==> config.mk <==
export PLATFORM = sky130hd
export DESIGN_NAME = ccd_top
export DESIGN_NICKNAME = d
export VERILOG_FILES = /design/src/rtl/ccd_pkg.sv /design/src/rtl/ccd_exec.sv /design/src/rtl/ccd_top.sv
export VERILOG_INCLUDE_DIRS = /design/src /design/src/rtl
export SDC_FILE = /design/constraint.sdc
export NUM_CORES = 1
export LEC_CHECK = 0
export BUFFER_PORTS_ARGS = -buffer_cell sky130_fd_sc_hd__buf_2
export CAP_MARGIN = 25
export CORE_ASPECT_RATIO = 0.75
export CORE_MARGIN = 2
export CORE_UTILIZATION = 36
export CTS_CLUSTER_SIZE = 12
export DETAILED_ROUTE_END_ITERATION = 12
export GPL_ROUTABILITY_DRIVEN = 0
export PLACE_DENSITY = 0.73
export SLEW_MARGIN = 10
export SYNTH_ARGS = -nofsm -noshare
export SYNTH_HDL_FRONTEND = slang
export SYNTH_SLANG_ARGS = --single-unit
export TNS_END_PERCENT = 30
==> constraint.sdc <==
create_clock -name clk -period 2 [get_ports clk]
set_input_delay 0.4 -clock clk [delete_from_list [all_inputs] [get_ports clk]]
set_output_delay 0.4 -clock clk [all_outputs]
set_load 0.05 [all_outputs]
==> src/rtl/ccd_map.svh <==
// Purpose: Register addresses, field positions and reset values of the command decoder
// Assumes: Included by its bare name from the package, ccd_exec and ccd_top
// Notes:   Addresses are the 5-bit register addresses of the packet interface
`ifndef CCD_MAP_SVH
`define CCD_MAP_SVH

// ----------------------------------------------------------------
// Register addresses
// ----------------------------------------------------------------
`define CCD_ADDR_CRC      5'h00
`define CCD_ADDR_FAR      5'h01
`define CCD_ADDR_CMD      5'h04
`define CCD_ADDR_OPT0     5'h09

// ----------------------------------------------------------------
// Command codes
// ----------------------------------------------------------------
`define CCD_C_NULL        5'h00
`define CCD_C_WRITE       5'h01
`define CCD_C_MULTI       5'h02
`define CCD_C_LAST        5'h03
`define CCD_C_READ        5'h04
`define CCD_C_START       5'h05
`define CCD_C_ULTRA_RAM_CLEAR_COMMAND        5'h06
`define CCD_C_CRCRST      5'h07
`define CCD_C_HOLD        5'h08
`define CCD_C_SWITCH      5'h09
`define CCD_C_RESTORE     5'h0A
`define CCD_C_SHUTDOWN    5'h0B
`define CCD_C_DESYNCHRONIZE_COMMAND      5'h0D
`define CCD_C_WARMBOOT    5'h0F
`define CCD_C_RECALC      5'h10
`define CCD_C_REREAD      5'h12
`define CCD_C_FALLEDGE    5'h13

// ----------------------------------------------------------------
// Field positions and widths
// ----------------------------------------------------------------
`define CCD_CMD_W         5
`define CCD_OPT0_ECLK_BIT 0
`define CCD_OPT0_FSEL_LSB 1
`define CCD_OPT0_FSEL_W   6

// ----------------------------------------------------------------
// Reset values
// ----------------------------------------------------------------
`define CCD_CMD_RST       5'h00
`define CCD_FSEL_RST      6'h00
`define CCD_FLASH_START   32'h0000_0000

`endif

==> src/rtl/ccd_pkg.sv <==
// Purpose: Types shared by the command decoder files
// Assumes: ccd_map.svh supplies the command codes and field widths
// Notes:   Command enum values come from the map header
`include "ccd_map.svh"

package ccd_pkg;

	// ----------------------------------------------------------------
	// Command codes
	// ----------------------------------------------------------------
	typedef enum logic [`CCD_CMD_W-1:0] {
		CCD_NULL     = `CCD_C_NULL,
		CCD_WRITE    = `CCD_C_WRITE,
		CCD_MULTI    = `CCD_C_MULTI,
		CCD_LAST     = `CCD_C_LAST,
		CCD_READ     = `CCD_C_READ,
		CCD_START    = `CCD_C_START,
		CCD_ULTRA_RAM_CLEAR_COMMAND     = `CCD_C_ULTRA_RAM_CLEAR_COMMAND,
		CCD_CRCRST   = `CCD_C_CRCRST,
		CCD_HOLD     = `CCD_C_HOLD,
		CCD_SWITCH   = `CCD_C_SWITCH,
		CCD_RESTORE  = `CCD_C_RESTORE,
		CCD_SHUTDOWN = `CCD_C_SHUTDOWN,
		CCD_DESYNCHRONIZE_COMMAND   = `CCD_C_DESYNCHRONIZE_COMMAND,
		CCD_WARMBOOT = `CCD_C_WARMBOOT,
		CCD_RECALC   = `CCD_C_RECALC,
		CCD_REREAD   = `CCD_C_REREAD,
		CCD_FALLEDGE = `CCD_C_FALLEDGE
	} ccd_cmd_t;

	// ----------------------------------------------------------------
	// Frame access mode, Gray coded along idle-write-multi-read
	// ----------------------------------------------------------------
	typedef enum logic [1:0] {
		CCD_M_IDLE  = 2'h0,
		CCD_M_WRITE = 2'h1,
		CCD_M_MULTI = 2'h3,
		CCD_M_READ  = 2'h2
	} ccd_mode_t;

	// Flash master mode of the configuration port
	typedef enum logic [1:0] {
		CCD_F_NONE = 2'h0,
		CCD_F_SPI  = 2'h1,
		CCD_F_BPI  = 2'h2
	} ccd_flash_t;

	// One-cycle strobes to the controlled units
	typedef struct packed {
		logic ultra_ram_clear_command_clear;
		logic checksum_reset;
		logic clock_switch;
		logic flop_restore;
		logic warm_boot;
		logic checksum_recalc;
		logic flash_reread;
		logic startup_go;
		logic shutdown_go;
	} ccd_strobe_t;

	// Clock settings sent with the clock switch strobe
	typedef struct packed {
		logic                       ext_clk_en;
		logic [`CCD_OPT0_FSEL_W-1:0] osc_sel;
	} ccd_clk_t;

	// One-hot decode of the held command
	typedef struct packed {
		logic write, multi, last, read, start, ultra_ram_clear_command, crcrst, hold;
		logic swtch, restore, shutdown, desynchronize_command, warmboot, recalc;
		logic reread, falledge;
	} ccd_dec_t;

endpackage

==> src/rtl/ccd_exec.sv <==
// Purpose: Decodes the held command into one-hot execute lines
// Assumes: Purely combinational, same clock as the caller
// Notes:   Lines are only active in the cycle of a frame address load
`timescale 1ns/1ps
`include "ccd_map.svh"

module ccd_exec
	import ccd_pkg::*;
(
	// Command and trigger
	input  wire logic [`CCD_CMD_W-1:0] cmd,
	input  wire logic                  fire,
	// Decoded lines
	output ccd_dec_t                   dec
);

	// ----------------------------------------------------------------
	// Decode
	// ----------------------------------------------------------------
	// Codes outside the enum match no item and leave every line low
	always_comb begin
		dec = '0;
		if (fire) begin
			unique case (cmd)
				CCD_NULL:     dec = '0;
				CCD_WRITE:    dec.write    = 1'b1;
				CCD_MULTI:    dec.multi    = 1'b1;
				CCD_LAST:     dec.last     = 1'b1;
				CCD_READ:     dec.read     = 1'b1;
				CCD_START:    dec.start    = 1'b1;
				CCD_ULTRA_RAM_CLEAR_COMMAND:     dec.ultra_ram_clear_command     = 1'b1;
				CCD_CRCRST:   dec.crcrst   = 1'b1;
				CCD_HOLD:     dec.hold     = 1'b1;
				CCD_SWITCH:   dec.swtch    = 1'b1;
				CCD_RESTORE:  dec.restore  = 1'b1;
				CCD_SHUTDOWN: dec.shutdown = 1'b1;
				CCD_DESYNCHRONIZE_COMMAND:   dec.desynchronize_command   = 1'b1;
				CCD_WARMBOOT: dec.warmboot = 1'b1;
				CCD_RECALC:   dec.recalc   = 1'b1;
				CCD_REREAD:   dec.reread   = 1'b1;
				CCD_FALLEDGE: dec.falledge = 1'b1;
				default:      dec = '0;
			endcase
		end
	end

endmodule

==> src/rtl/ccd_top.sv <==
// Purpose: Command register and command execution of the configuration control logic
// Assumes: Register port driven by the packet parser on the configuration clock
// Notes:   Strobes appear one cycle after the frame address load that fires them
`timescale 1ns/1ps
`include "ccd_map.svh"

module ccd_top
	import ccd_pkg::*;
(
	// Clock and reset
	input  wire logic                  clk,
	input  wire logic                  nrst,
	// Register port from the packet parser
	input  wire logic                  reg_wr,
	input  wire logic                  reg_rd,
	input  wire logic [4:0]            reg_addr,
	input  wire logic [31:0]           reg_wdata,
	output logic      [31:0]           reg_rdata,
	// Checksum unit and word aligner
	input  wire logic [31:0]           crc_calc,
	input  wire logic                  sync_found,
	// Flash master status
	input  ccd_flash_t                 flash_mode,
	input  wire logic                  spi_format_changed,
	input  wire logic                  bpi_sync_switched,
	// Held modes
	output ccd_mode_t                  frame_mode,
	output logic                       interconnect_hold_n,
	output logic                       word_alignment_flag,
	output logic                       data_ignore,
	output logic                       falling_edge_capture,
	output logic                       crc_error,
	// Strobes and their data
	output ccd_strobe_t                strobe,
	output ccd_clk_t                   clk_setting,
	output logic      [31:0]           flash_addr
);

	// ----------------------------------------------------------------
	// Declarations
	// ----------------------------------------------------------------
	logic [`CCD_CMD_W-1:0] command_register;      // Held command
	logic [`CCD_CMD_W-1:0] next_command_register;
	ccd_clk_t              opt0;                  // Snooped option register 0 fields
	ccd_clk_t              next_opt0;
	logic [31:0]           next_reg_rdata;
	ccd_dec_t              dec;                   // Decoded execute lines
	logic                  far_load;              // Frame address load this cycle
	logic                  crc_wr;                // Checksum register written
	logic                  crc_match;             // Written value equals calculated

	ccd_mode_t             next_frame_mode;
	logic                  next_hold_n;
	logic                  next_align;
	logic                  next_falling;
	logic                  next_crc_error;
	logic                  start_armed;           // Start-up waiting for its conditions
	logic                  next_start_armed;
	logic                  crc_ok;                // A matching checksum has been seen
	logic                  next_crc_ok;
	logic                  desynchronize_command_done;           // Desynchronize has executed
	logic                  next_desynchronize_command_done;
	logic                  shut_armed;            // Shutdown waiting for its trigger
	logic                  next_shut_armed;
	ccd_strobe_t           next_strobe;
	ccd_clk_t              next_clk_setting;
	logic                  hold_toggle;           // Hold level about to change

	// ----------------------------------------------------------------
	// Address decode
	// ----------------------------------------------------------------
	// True when a write strobe hits the given register address
	function automatic logic hit(input logic wr, input logic [4:0] a, input logic [4:0] target);
		hit = wr && (a == target);
	endfunction

	assign far_load  = hit(reg_wr, reg_addr, `CCD_ADDR_FAR);
	assign crc_wr    = hit(reg_wr, reg_addr, `CCD_ADDR_CRC);
	assign crc_match = crc_wr && (reg_wdata == crc_calc);

	// ----------------------------------------------------------------
	// Command decode
	// ----------------------------------------------------------------
	ccd_exec u_exec (
		.cmd  (command_register),
		.fire (far_load),
		.dec  (dec)
	);

	// ----------------------------------------------------------------
	// Register file
	// ----------------------------------------------------------------
	// Command register stores, option fields are snooped, reads return the held command
	always_comb begin
		next_command_register = command_register;
		next_opt0             = opt0;
		next_reg_rdata        = reg_rdata;
		if (hit(reg_wr, reg_addr, `CCD_ADDR_CMD)) begin
			next_command_register = reg_wdata[`CCD_CMD_W-1:0];
		end
		// Option bits are kept here so the switch needs no extra port
		if (hit(reg_wr, reg_addr, `CCD_ADDR_OPT0)) begin
			next_opt0.ext_clk_en = reg_wdata[`CCD_OPT0_ECLK_BIT];
			next_opt0.osc_sel    = reg_wdata[`CCD_OPT0_FSEL_LSB +: `CCD_OPT0_FSEL_W];
		end
		if (reg_rd) begin
			// Other addresses belong to other units and read as zero here
			if (reg_addr == `CCD_ADDR_CMD) begin
				next_reg_rdata = {27'h0000000, command_register};
			end else begin
				next_reg_rdata = 32'h0000_0000;
			end
		end
	end

	// Register file flops
	always_ff @(posedge clk or negedge nrst) begin
		if (!nrst) begin
			command_register <= `CCD_CMD_RST;
			opt0             <= '{ext_clk_en: 1'b0, osc_sel: `CCD_FSEL_RST};
			reg_rdata        <= 32'h0000_0000;
		end else begin
			command_register <= next_command_register;
			opt0             <= next_opt0;
			reg_rdata        <= next_reg_rdata;
		end
	end

	// ----------------------------------------------------------------
	// Held modes
	// ----------------------------------------------------------------
	// Frame mode, interconnect hold, alignment and capture edge
	always_comb begin
		next_frame_mode = frame_mode;
		next_hold_n     = interconnect_hold_n;
		next_align      = word_alignment_flag;
		next_falling    = falling_edge_capture;
		next_crc_error  = crc_error;
		unique case (frame_mode)
			CCD_M_IDLE, CCD_M_WRITE, CCD_M_MULTI, CCD_M_READ: begin
				// Write, multi and read modes may each be entered from any mode; idle only by reset
				if (dec.write) begin
					next_frame_mode = CCD_M_WRITE;
				end else if (dec.multi) begin
					next_frame_mode = CCD_M_MULTI;
				end else if (dec.read) begin
					next_frame_mode = CCD_M_READ;
				end
			end
		endcase
		if (dec.hold) begin
			next_hold_n = 1'b0;
		end else if (dec.last) begin
			next_hold_n = 1'b1;
		end
		// Aligner set wins over a desynchronize_command in the same cycle
		if (sync_found) begin
			next_align = 1'b1;
		end else if (dec.desynchronize_command) begin
			next_align = 1'b0;
		end
		if (dec.falledge) begin
			next_falling = 1'b1;
		end
		if (crc_wr) begin
			next_crc_error = !crc_match;
		end
	end

	// Data is ignored while the aligner is out of sync
	assign data_ignore = !word_alignment_flag;

	// Held mode flops
	always_ff @(posedge clk or negedge nrst) begin
		if (!nrst) begin
			frame_mode           <= CCD_M_IDLE;
			interconnect_hold_n  <= 1'b1;
			word_alignment_flag  <= 1'b0;
			falling_edge_capture <= 1'b0;
			crc_error            <= 1'b0;
		end else begin
			frame_mode           <= next_frame_mode;
			interconnect_hold_n  <= next_hold_n;
			word_alignment_flag  <= next_align;
			falling_edge_capture <= next_falling;
			crc_error            <= next_crc_error;
		end
	end

	// ----------------------------------------------------------------
	// Start-up and shutdown arming
	// ----------------------------------------------------------------
	// Start-up fires once armed, a match is seen and desynchronize_command has run
	always_comb begin
		next_start_armed = start_armed;
		next_crc_ok      = crc_ok;
		next_desynchronize_command_done = desynchronize_command_done;
		next_shut_armed  = shut_armed;
		if (dec.start) begin
			next_start_armed = 1'b1;
		end
		// A checksum reset withdraws an earlier match, a new match wins
		if (crc_match) begin
			next_crc_ok = 1'b1;
		end else if (dec.crcrst || crc_wr) begin
			next_crc_ok = 1'b0;
		end
		if (dec.desynchronize_command) begin
			next_desynchronize_command_done = 1'b1;
		end
		if (next_strobe.startup_go) begin
			next_start_armed = 1'b0;
			next_desynchronize_command_done = 1'b0;
		end
		if (dec.shutdown) begin
			next_shut_armed = 1'b1;
		end else if (next_strobe.shutdown_go) begin
			next_shut_armed = 1'b0;
		end
	end

	// Arming flops
	always_ff @(posedge clk or negedge nrst) begin
		if (!nrst) begin
			start_armed <= 1'b0;
			crc_ok      <= 1'b0;
			desynchronize_command_done <= 1'b0;
			shut_armed  <= 1'b0;
		end else begin
			start_armed <= next_start_armed;
			crc_ok      <= next_crc_ok;
			desynchronize_command_done <= next_desynchronize_command_done;
			shut_armed  <= next_shut_armed;
		end
	end

	// ----------------------------------------------------------------
	// Strobes
	// ----------------------------------------------------------------
	// A hold level change also counts as a recalc request
	assign hold_toggle = (next_hold_n != interconnect_hold_n);

	// Every strobe is high for exactly one cycle
	always_comb begin
		next_strobe                 = '0;
		next_clk_setting            = clk_setting;
		next_strobe.ultra_ram_clear_command_clear      = dec.ultra_ram_clear_command;
		next_strobe.checksum_reset  = dec.crcrst;
		next_strobe.flop_restore    = dec.restore;
		next_strobe.warm_boot       = dec.warmboot;
		next_strobe.checksum_recalc = dec.recalc || hold_toggle;
		next_strobe.clock_switch    = dec.swtch;
		if (dec.swtch) begin
			next_clk_setting = opt0;
		end
		// Reread only when the flash master is in the matching state
		if (dec.reread) begin
			if (flash_mode == CCD_F_SPI) begin
				next_strobe.flash_reread = spi_format_changed;
			end else if (flash_mode == CCD_F_BPI) begin
				next_strobe.flash_reread = bpi_sync_switched;
			end
		end
		// Start-up needs all three conditions at once
		next_strobe.startup_go  = (start_armed || dec.start) && crc_ok && (desynchronize_command_done || dec.desynchronize_command);
		// Shutdown goes on a match or a checksum reset after arming
		next_strobe.shutdown_go = shut_armed && (crc_match || dec.crcrst);
	end

	// Strobe flops, and the fixed restart address for the flash master
	always_ff @(posedge clk or negedge nrst) begin
		if (!nrst) begin
			strobe      <= '0;
			clk_setting <= '{ext_clk_en: 1'b0, osc_sel: `CCD_FSEL_RST};
			flash_addr  <= `CCD_FLASH_START;
		end else begin
			strobe      <= next_strobe;
			clk_setting <= next_clk_setting;
			flash_addr  <= `CCD_FLASH_START;
		end
	end

endmodule

==> metrics.cfg, run 1 <==
[status]
status = complete, no violations

[clock_tree]
clock_tree.buffer_depth = 2
clkTransAtPathRegs_ns = 0.08
cts_root_buf = clkbuf_8
ctsResizeCount = 0
clkLatencyLatePin_ns = 0.30
cts-htree-levels = 2
cts.sinks = 43
cts_hold_buf = 0
tritoncts = done
post_cts_buffers = 0
cts_buffers = 5

[drt]
post_drt_via_cell_ratio = 4.32
wire_per_inst_um = 12.1
wl_um = 6030
drt_pass1_iterations = 5
route.detailed.drc = 0
num_vias = 2148
antenna_left = 0
drt-initial-drc-count = 96

[flow_run]
cap_viol_max_count = 0

[floorplanning]
die_x_um = 104
die_h_um = 79.0
ioPinCount = 165
die-area_sq_mm = 0.00821
core_area_sq_mm = 0.00730
initial_utilization_pct = 37.0
num_rows = 27

[placed_design]
dp.cells = 489
dp_hpwl_um = 5050
port_buffers = 105

[logic_synthesis]
ys_seq_area_share_pct = 39.9
synth_top_area_share_pct = 39.0
synthCells = 273
synth-edff-count = 0
yosys-top-cells-area = dfrtp_1 (39%), buf_4 (16%), xnor2_1 (9.7%)
synth_area_sq_mm = 0.00270
yosysWarningCount = 0
synth_flop_cell = dfrtp_1
ys_types = 42
synth_largest_area_cell = dfrtp_1
async_flop_share_pct = 100
ys_seq_elements = 43
avgSynthCellArea_sq_um = 9.88

[critical_path]
r2r_setup_slack_ns = 0.25
r2r-start = command_register[4]
path_class = input pin to register
cp_slowest_cell = nor4b_4
ff2ff_path_depth = 6
crit_chain = buf_2 > nor4b_4 > nand3_1 > or3_1 > or3_1 > buf_4 > mux2_4
cp.depth = 7
reg2reg_to = clk_setting[5]
crit_buf_inv = 2
critPathRequiredTime_ns = 2.19
start_kind = input pin
arrival_ns = 2.09
slowest_delay_ns = 0.32
cp-end-kind = register
crit_path_max_fanout = 8
worst_path_most_repeated_cell = or3_1
worst_path_dominant_cell_family = simple AND/OR/NAND/NOR gates

[cells_and_area]
num-nets-final = 473
fin_util_pct = 45.4
area_growth_syn_to_layout_pct = 22.7
mostFrequentLayoutCells = buf_2 (105), conb_1 (59), dfrtp_1 (42)
layout_commonest_cell = buf_2
fin_cells = 497
num_antenna_cells = 0
fillCellCount = 724
final_layout_size_suffix_gt1_share_pct = 39.6

[sta]
layout_min_cycle_time_ns = 1.90
fmax_ghz = 0.526
fin_skew_ns = 0.00568
rsz0062_at_grt = false
period_share_pct = 95.1
relSlewSlack_pct = 60.2
hold_viol_final = 0
maxSlewViolCount = 0
worst_hold_slack_ns = 0.0960
setup_viol = 0
worst_pin_slew_ns = 0.597

[grt]
grt_pass1_vias = 1919
grt_pass1_wl_um = 9480
grt_use_total_pct = 14.7
overflow = 0
grt_max_degree = 28
antenna_found_initial = 0

[pwr]
ir_worst_vdd_mv = 0.238
cellPowerDensity_mw_per_mm2 = 655
p_leak_nw = 1.73
total_power_mw = 2.17

[hold_path]
min_path_type = input pin to asynchronous set/reset pin

-- power breakdown --
part / leakage (nW) / switching [mW] / internal [mW] / total [mW]
Sequential: 0.570 / 0.0392 / 0.925 / 0.965
Clock: 0.0422 / 0.281 / 0.245 / 0.526
Combinational: 1.12 / 0.472 / 0.206 / 0.678
Total: 1.73 / 0.793 / 1.38 / 2.17
-- sequential cells by signal (all words and copies together), names as in the netlist --
register	flops
clk_setting	7
command_register	5
crc_error	1
crc_ok	1
desynchronize_command_done	1
falling_edge_capture	1
frame_mode	2
interconnect_hold_n	1
opt0	7
reg_rdata	5
shut_armed	1
start_armed	1
strobe	9
word_alignment_flag	1
-- through the flow --
step / worst slack [ns] / TNS, ns / area [sq um]
6_report: 0.0977 / 0 / 3310
5_1_grt: 0.0423 / 0 / 3310
4_1_cts: 0.107 / 0 / 3310
3_5_place_dp: -0.222 / -2.02 / 3230
3_3_place_gp: -0.183 / -1.64 / 3230
2_1_floorplan: 0.0136 / 0 / 2920
-- worst max path at each step --
stage,from,endpoint,slack [ns]
4_1_cts,reg_addr[2],clk_setting[5],0.11
6_report,reg_addr[2],clk_setting[5],0.1
3_3_place_gp,reg_addr[2],clk_setting[4],-0.18
2_1_floorplan,reg_addr[2],clk_setting[0],0.01
3_5_place_dp,reg_addr[2],clk_setting[5],-0.22
5_1_grt,reg_addr[2],clk_setting[5],0.04
-- layer usage --
| layer | track usage, % | part of all wire, % | wire length (um) | up-vias |
|---|---|---|---|---|
| met2 | 23.7 | 49 | 2940 | 95 |
| met4 | 5.41 | 1.7 | 104 | 0 |
| met5 | 0 | 0 | 0 | - |
| met3 | 4.35 | 7.6 | 460 | 10 |
| li1 | - | - | - | 1040 |
| met1 | 18.9 | 42 | 2530 | 1003 |
-- logic make-up (layout without fill, tap and decap cells) --
kind of cell	Yosys count	after routing	share of synthesized area, %
mux	20	20	9.28
buf+inv	81	146	19.8
other cells	1	59	0.139
simple gates	70	70	14.4
xor+xnor	32	32	10.4
flops	43	43	39.9
compound gates	26	26	6.12
-- synth_stat cells, types with 3 or more instances --
| cell type | instances |
|---|---|
| buf_4 | 59 |
| dfrtp_1 | 42 |
| xnor2_1 | 30 |
| nand2_1 | 18 |
| inv_1 | 14 |
| nor2_1 | 14 |
| mux2_2 | 12 |
| nand4_1 | 9 |
| mux2_4 | 7 |
| nor3_1 | 7 |
| o21ai_0 | 7 |
| a21oi_1 | 6 |
| clkbuf_1 | 5 |
| a31oi_1 | 3 |
| nor4_1 | 3 |
| or3_1 | 3 |
-- worst reg2reg max path: cells and delay by family, from the launching register on --
family        cells  cell delay, ns
mux               1            0.31
buf+inv           2            0.26
flops             1            0.38
simple gates      3            0.69
-- cell type report --
type,instances,area (sq um),area share [%]
Clock buffer,7,76.3,2.31
Timing Repair Buffer,124,668,20.2
Inverter,14,52.6,1.59
Clock inverter,1,5.00,0.151
Multi-Input combinational cell,207,1310,39.4
Sequential cell,43,1080,32.5
Tap cell,101,126,3.82
No activity file was read; power rests on OpenSTA's default activity.
==> inputs of run 2 (changes only) <==
CAP_MARGIN = 10   (was 25)
CORE_MARGIN = default   (was 2)
==> run 2 against run 1 <==
  * Sequential share of layout area is 0.17 points lower
  * Combinational power fell by 0.9%
  * First-iteration DRC count decreased by 6.3%
  * Non-clock buffer count down 2
  * Total power rose by 7.4%
  * Core utilization increased by 2.0 points
  * Clock skew is 0.0013 ns lower
  * Largest power group unchanged
  * Worst hold slack improved by 0.067 ns
==> metrics.cfg, run 2 (synthesis results as in run 1) <==
[hold_path]
min_path_type = input pin to asynchronous set/reset pin

[floorplanning]
die-area_sq_mm = 0.00785
num_rows = 26
die_x_um = 102
core_area_sq_mm = 0.00703
die_h_um = 77.0
ioPinCount = 165
initial_utilization_pct = 38.4

[critical_path]
crit_chain = buf_2 > nor4b_4 > nand3_1 > or3_1 > or3_1 > buf_4 > mux2_4
ff2ff_path_depth = 6
critPathRequiredTime_ns = 2.19
path_class = input pin to register
cp-end-kind = register
crit_path_max_fanout = 8
slowest_delay_ns = 0.32
cp_slowest_cell = or3_1
arrival_ns = 2.07
start_kind = input pin
worst_path_most_repeated_cell = or3_1

[pwr]
switchingPower_mw = 0.796
p_leak_nw = 1.74
combinationalPowerShare_pct = 28.9
switching_share_pct = 34.2
cellPowerDensity_mw_per_mm2 = 700
internal_power_mw = 1.53
pwr-share-seq_pct = 41.3
clockPowerShare_pct = 29.8
total_power_mw = 2.33
ir_worst_vdd_mv = 0.271

[grt]
grt_use_total_pct = 15.0
grt_util_met3_pct = 4.19
antenna_found_initial = 0
overflow = 0
grt_pass1_vias = 1857
grt.busiest_layer = met2
grt_pass1_wl_um = 9040
met1_usage_pct = 20.8
use_met2_pct = 22.6
grt_max_degree = 44

[cells_and_area]
final_layout_size_suffix_gt1_share_pct = 39.8
fillCellCount = 682
reg_top3 = strobe (9), clk_setting (7), opt0 (7)
mostFrequentLayoutCells = buf_2 (105), conb_1 (59), dfrtp_1 (42)
seqCellArea_sq_mm = 0.00108
fin_cells = 492
num-nets-final = 471
top_register = strobe
area_growth_syn_to_layout_pct = 23.4
layout_commonest_cell = buf_2
largest_register_ffs = 9
multiInputGateArea_sq_mm = 0.00131
num_antenna_cells = 0

[clock_tree]
tritoncts = done
cts-htree-levels = 2
clkLatencyLatePin_ns = 0.30
ctsResizeCount = 0
cts_hold_buf = 0
clock_tree.buffer_depth = 2
clkTransAtPathRegs_ns = 0.08
cts.sinks = 43
cts_root_buf = clkbuf_8
post_cts_buffers = 0
cts_buffers = 5

[sta]
fmax_ghz = 0.532
period_share_pct = 94.1
worst_pin_slew_ns = 0.631
setup_viol = 0
relSlewSlack_pct = 57.8
layout_min_cycle_time_ns = 1.88
maxSlewViolCount = 0
hold_viol_final = 0
fin_skew_ns = 0.00442
rsz0062_at_grt = false

[placed_design]
dp.cells = 484
port_buffers = 105
dp_hpwl_um = 4850

[drt]
post_drt_via_cell_ratio = 4.38
antenna_left = 0
wl_um = 5890
route.detailed.drc = 0
drt-initial-drc-count = 90
drt_pass1_iterations = 4
wire_per_inst_um = 12.0
num_vias = 2154

[status]
status = complete, no violations

[flow_run]
cap_viol_max_count = 0

==> run 2: changes by cell type in the layout (fill, tap and decap cells not counted) <==
cell,before,now
buf_4,19,17
bufinv_16,0,1
clkbuf_1,2,0
clkbuf_8,5,6
==> run 2: area by class of cell <==
class / count / area share, %
clock buffer: 6 / 2.48
clock inverter: 2 / 1.05
inverter: 14 / 1.58
multi-input combinational: 207 / 39.2
sequential: 43 / 32.4
tap: 98 / 3.68
timing repair buffer: 122 / 19.6
==> run 2: worst paths after layout <==
path	from	to	slack (ns)
max reg2reg	command_register[4]	clk_setting[6]	0.24
max in group asynchronous	nrst	interconnect_hold_n	1.47
min in group clk	sync_found	word_alignment_flag	0.29
min	nrst	strobe[8]	0.16
min reg2reg	falling_edge_capture	falling_edge_capture	0.48
max	reg_addr[2]	clk_setting[6]	0.12
==> run 2: power by group through the flow <==
| stage | clock [mW] | sequential, mW | combinational, mW |
|---|---|---|---|
| 2_1_floorplan | 0 | 0.996 | 0.543 |
| 3_3_place_gp | 0 | 0.975 | 0.660 |
| 3_5_place_dp | 0 | 0.979 | 0.671 |
| 4_1_cts | 0.710 | 0.962 | 0.672 |
| 5_1_grt | 0.749 | 0.970 | 0.722 |
| 6_report | 0.694 | 0.962 | 0.672 |
==> run 2: routing by layer <==
layer | up-vias | part of all wire, %
li1 | 1035 | -
met2 | 113 | 46
met1 | 999 | 43
met5 | - | 0
met4 | 0 | 0.99
met3 | 7 | 9.6
==> run 2: critical path: cells and delay by family <==
kind	cells	cell delay, ns
multiplexers	1	0.30
AND/OR/NAND/NOR	4	1.03
buffers and inverters	2	0.32
==> run 2: through the flow <==
step           setup slack (ns)  instance area (sq um)  setup TNS, ns  utilization, %  hold WS (ns)
2_1_floorplan            0.0136                   2920              0               -         0.104
3_3_place_gp             -0.182                   3210          -1.81            45.7         0.459
3_5_place_dp             -0.199                   3210          -1.95            45.7         0.461
4_1_cts                   0.124                   3330              0            47.4         0.179
5_1_grt                  0.0265                   3330              0            47.4         0.208
6_report                  0.119                   3330              0            47.4         0.163
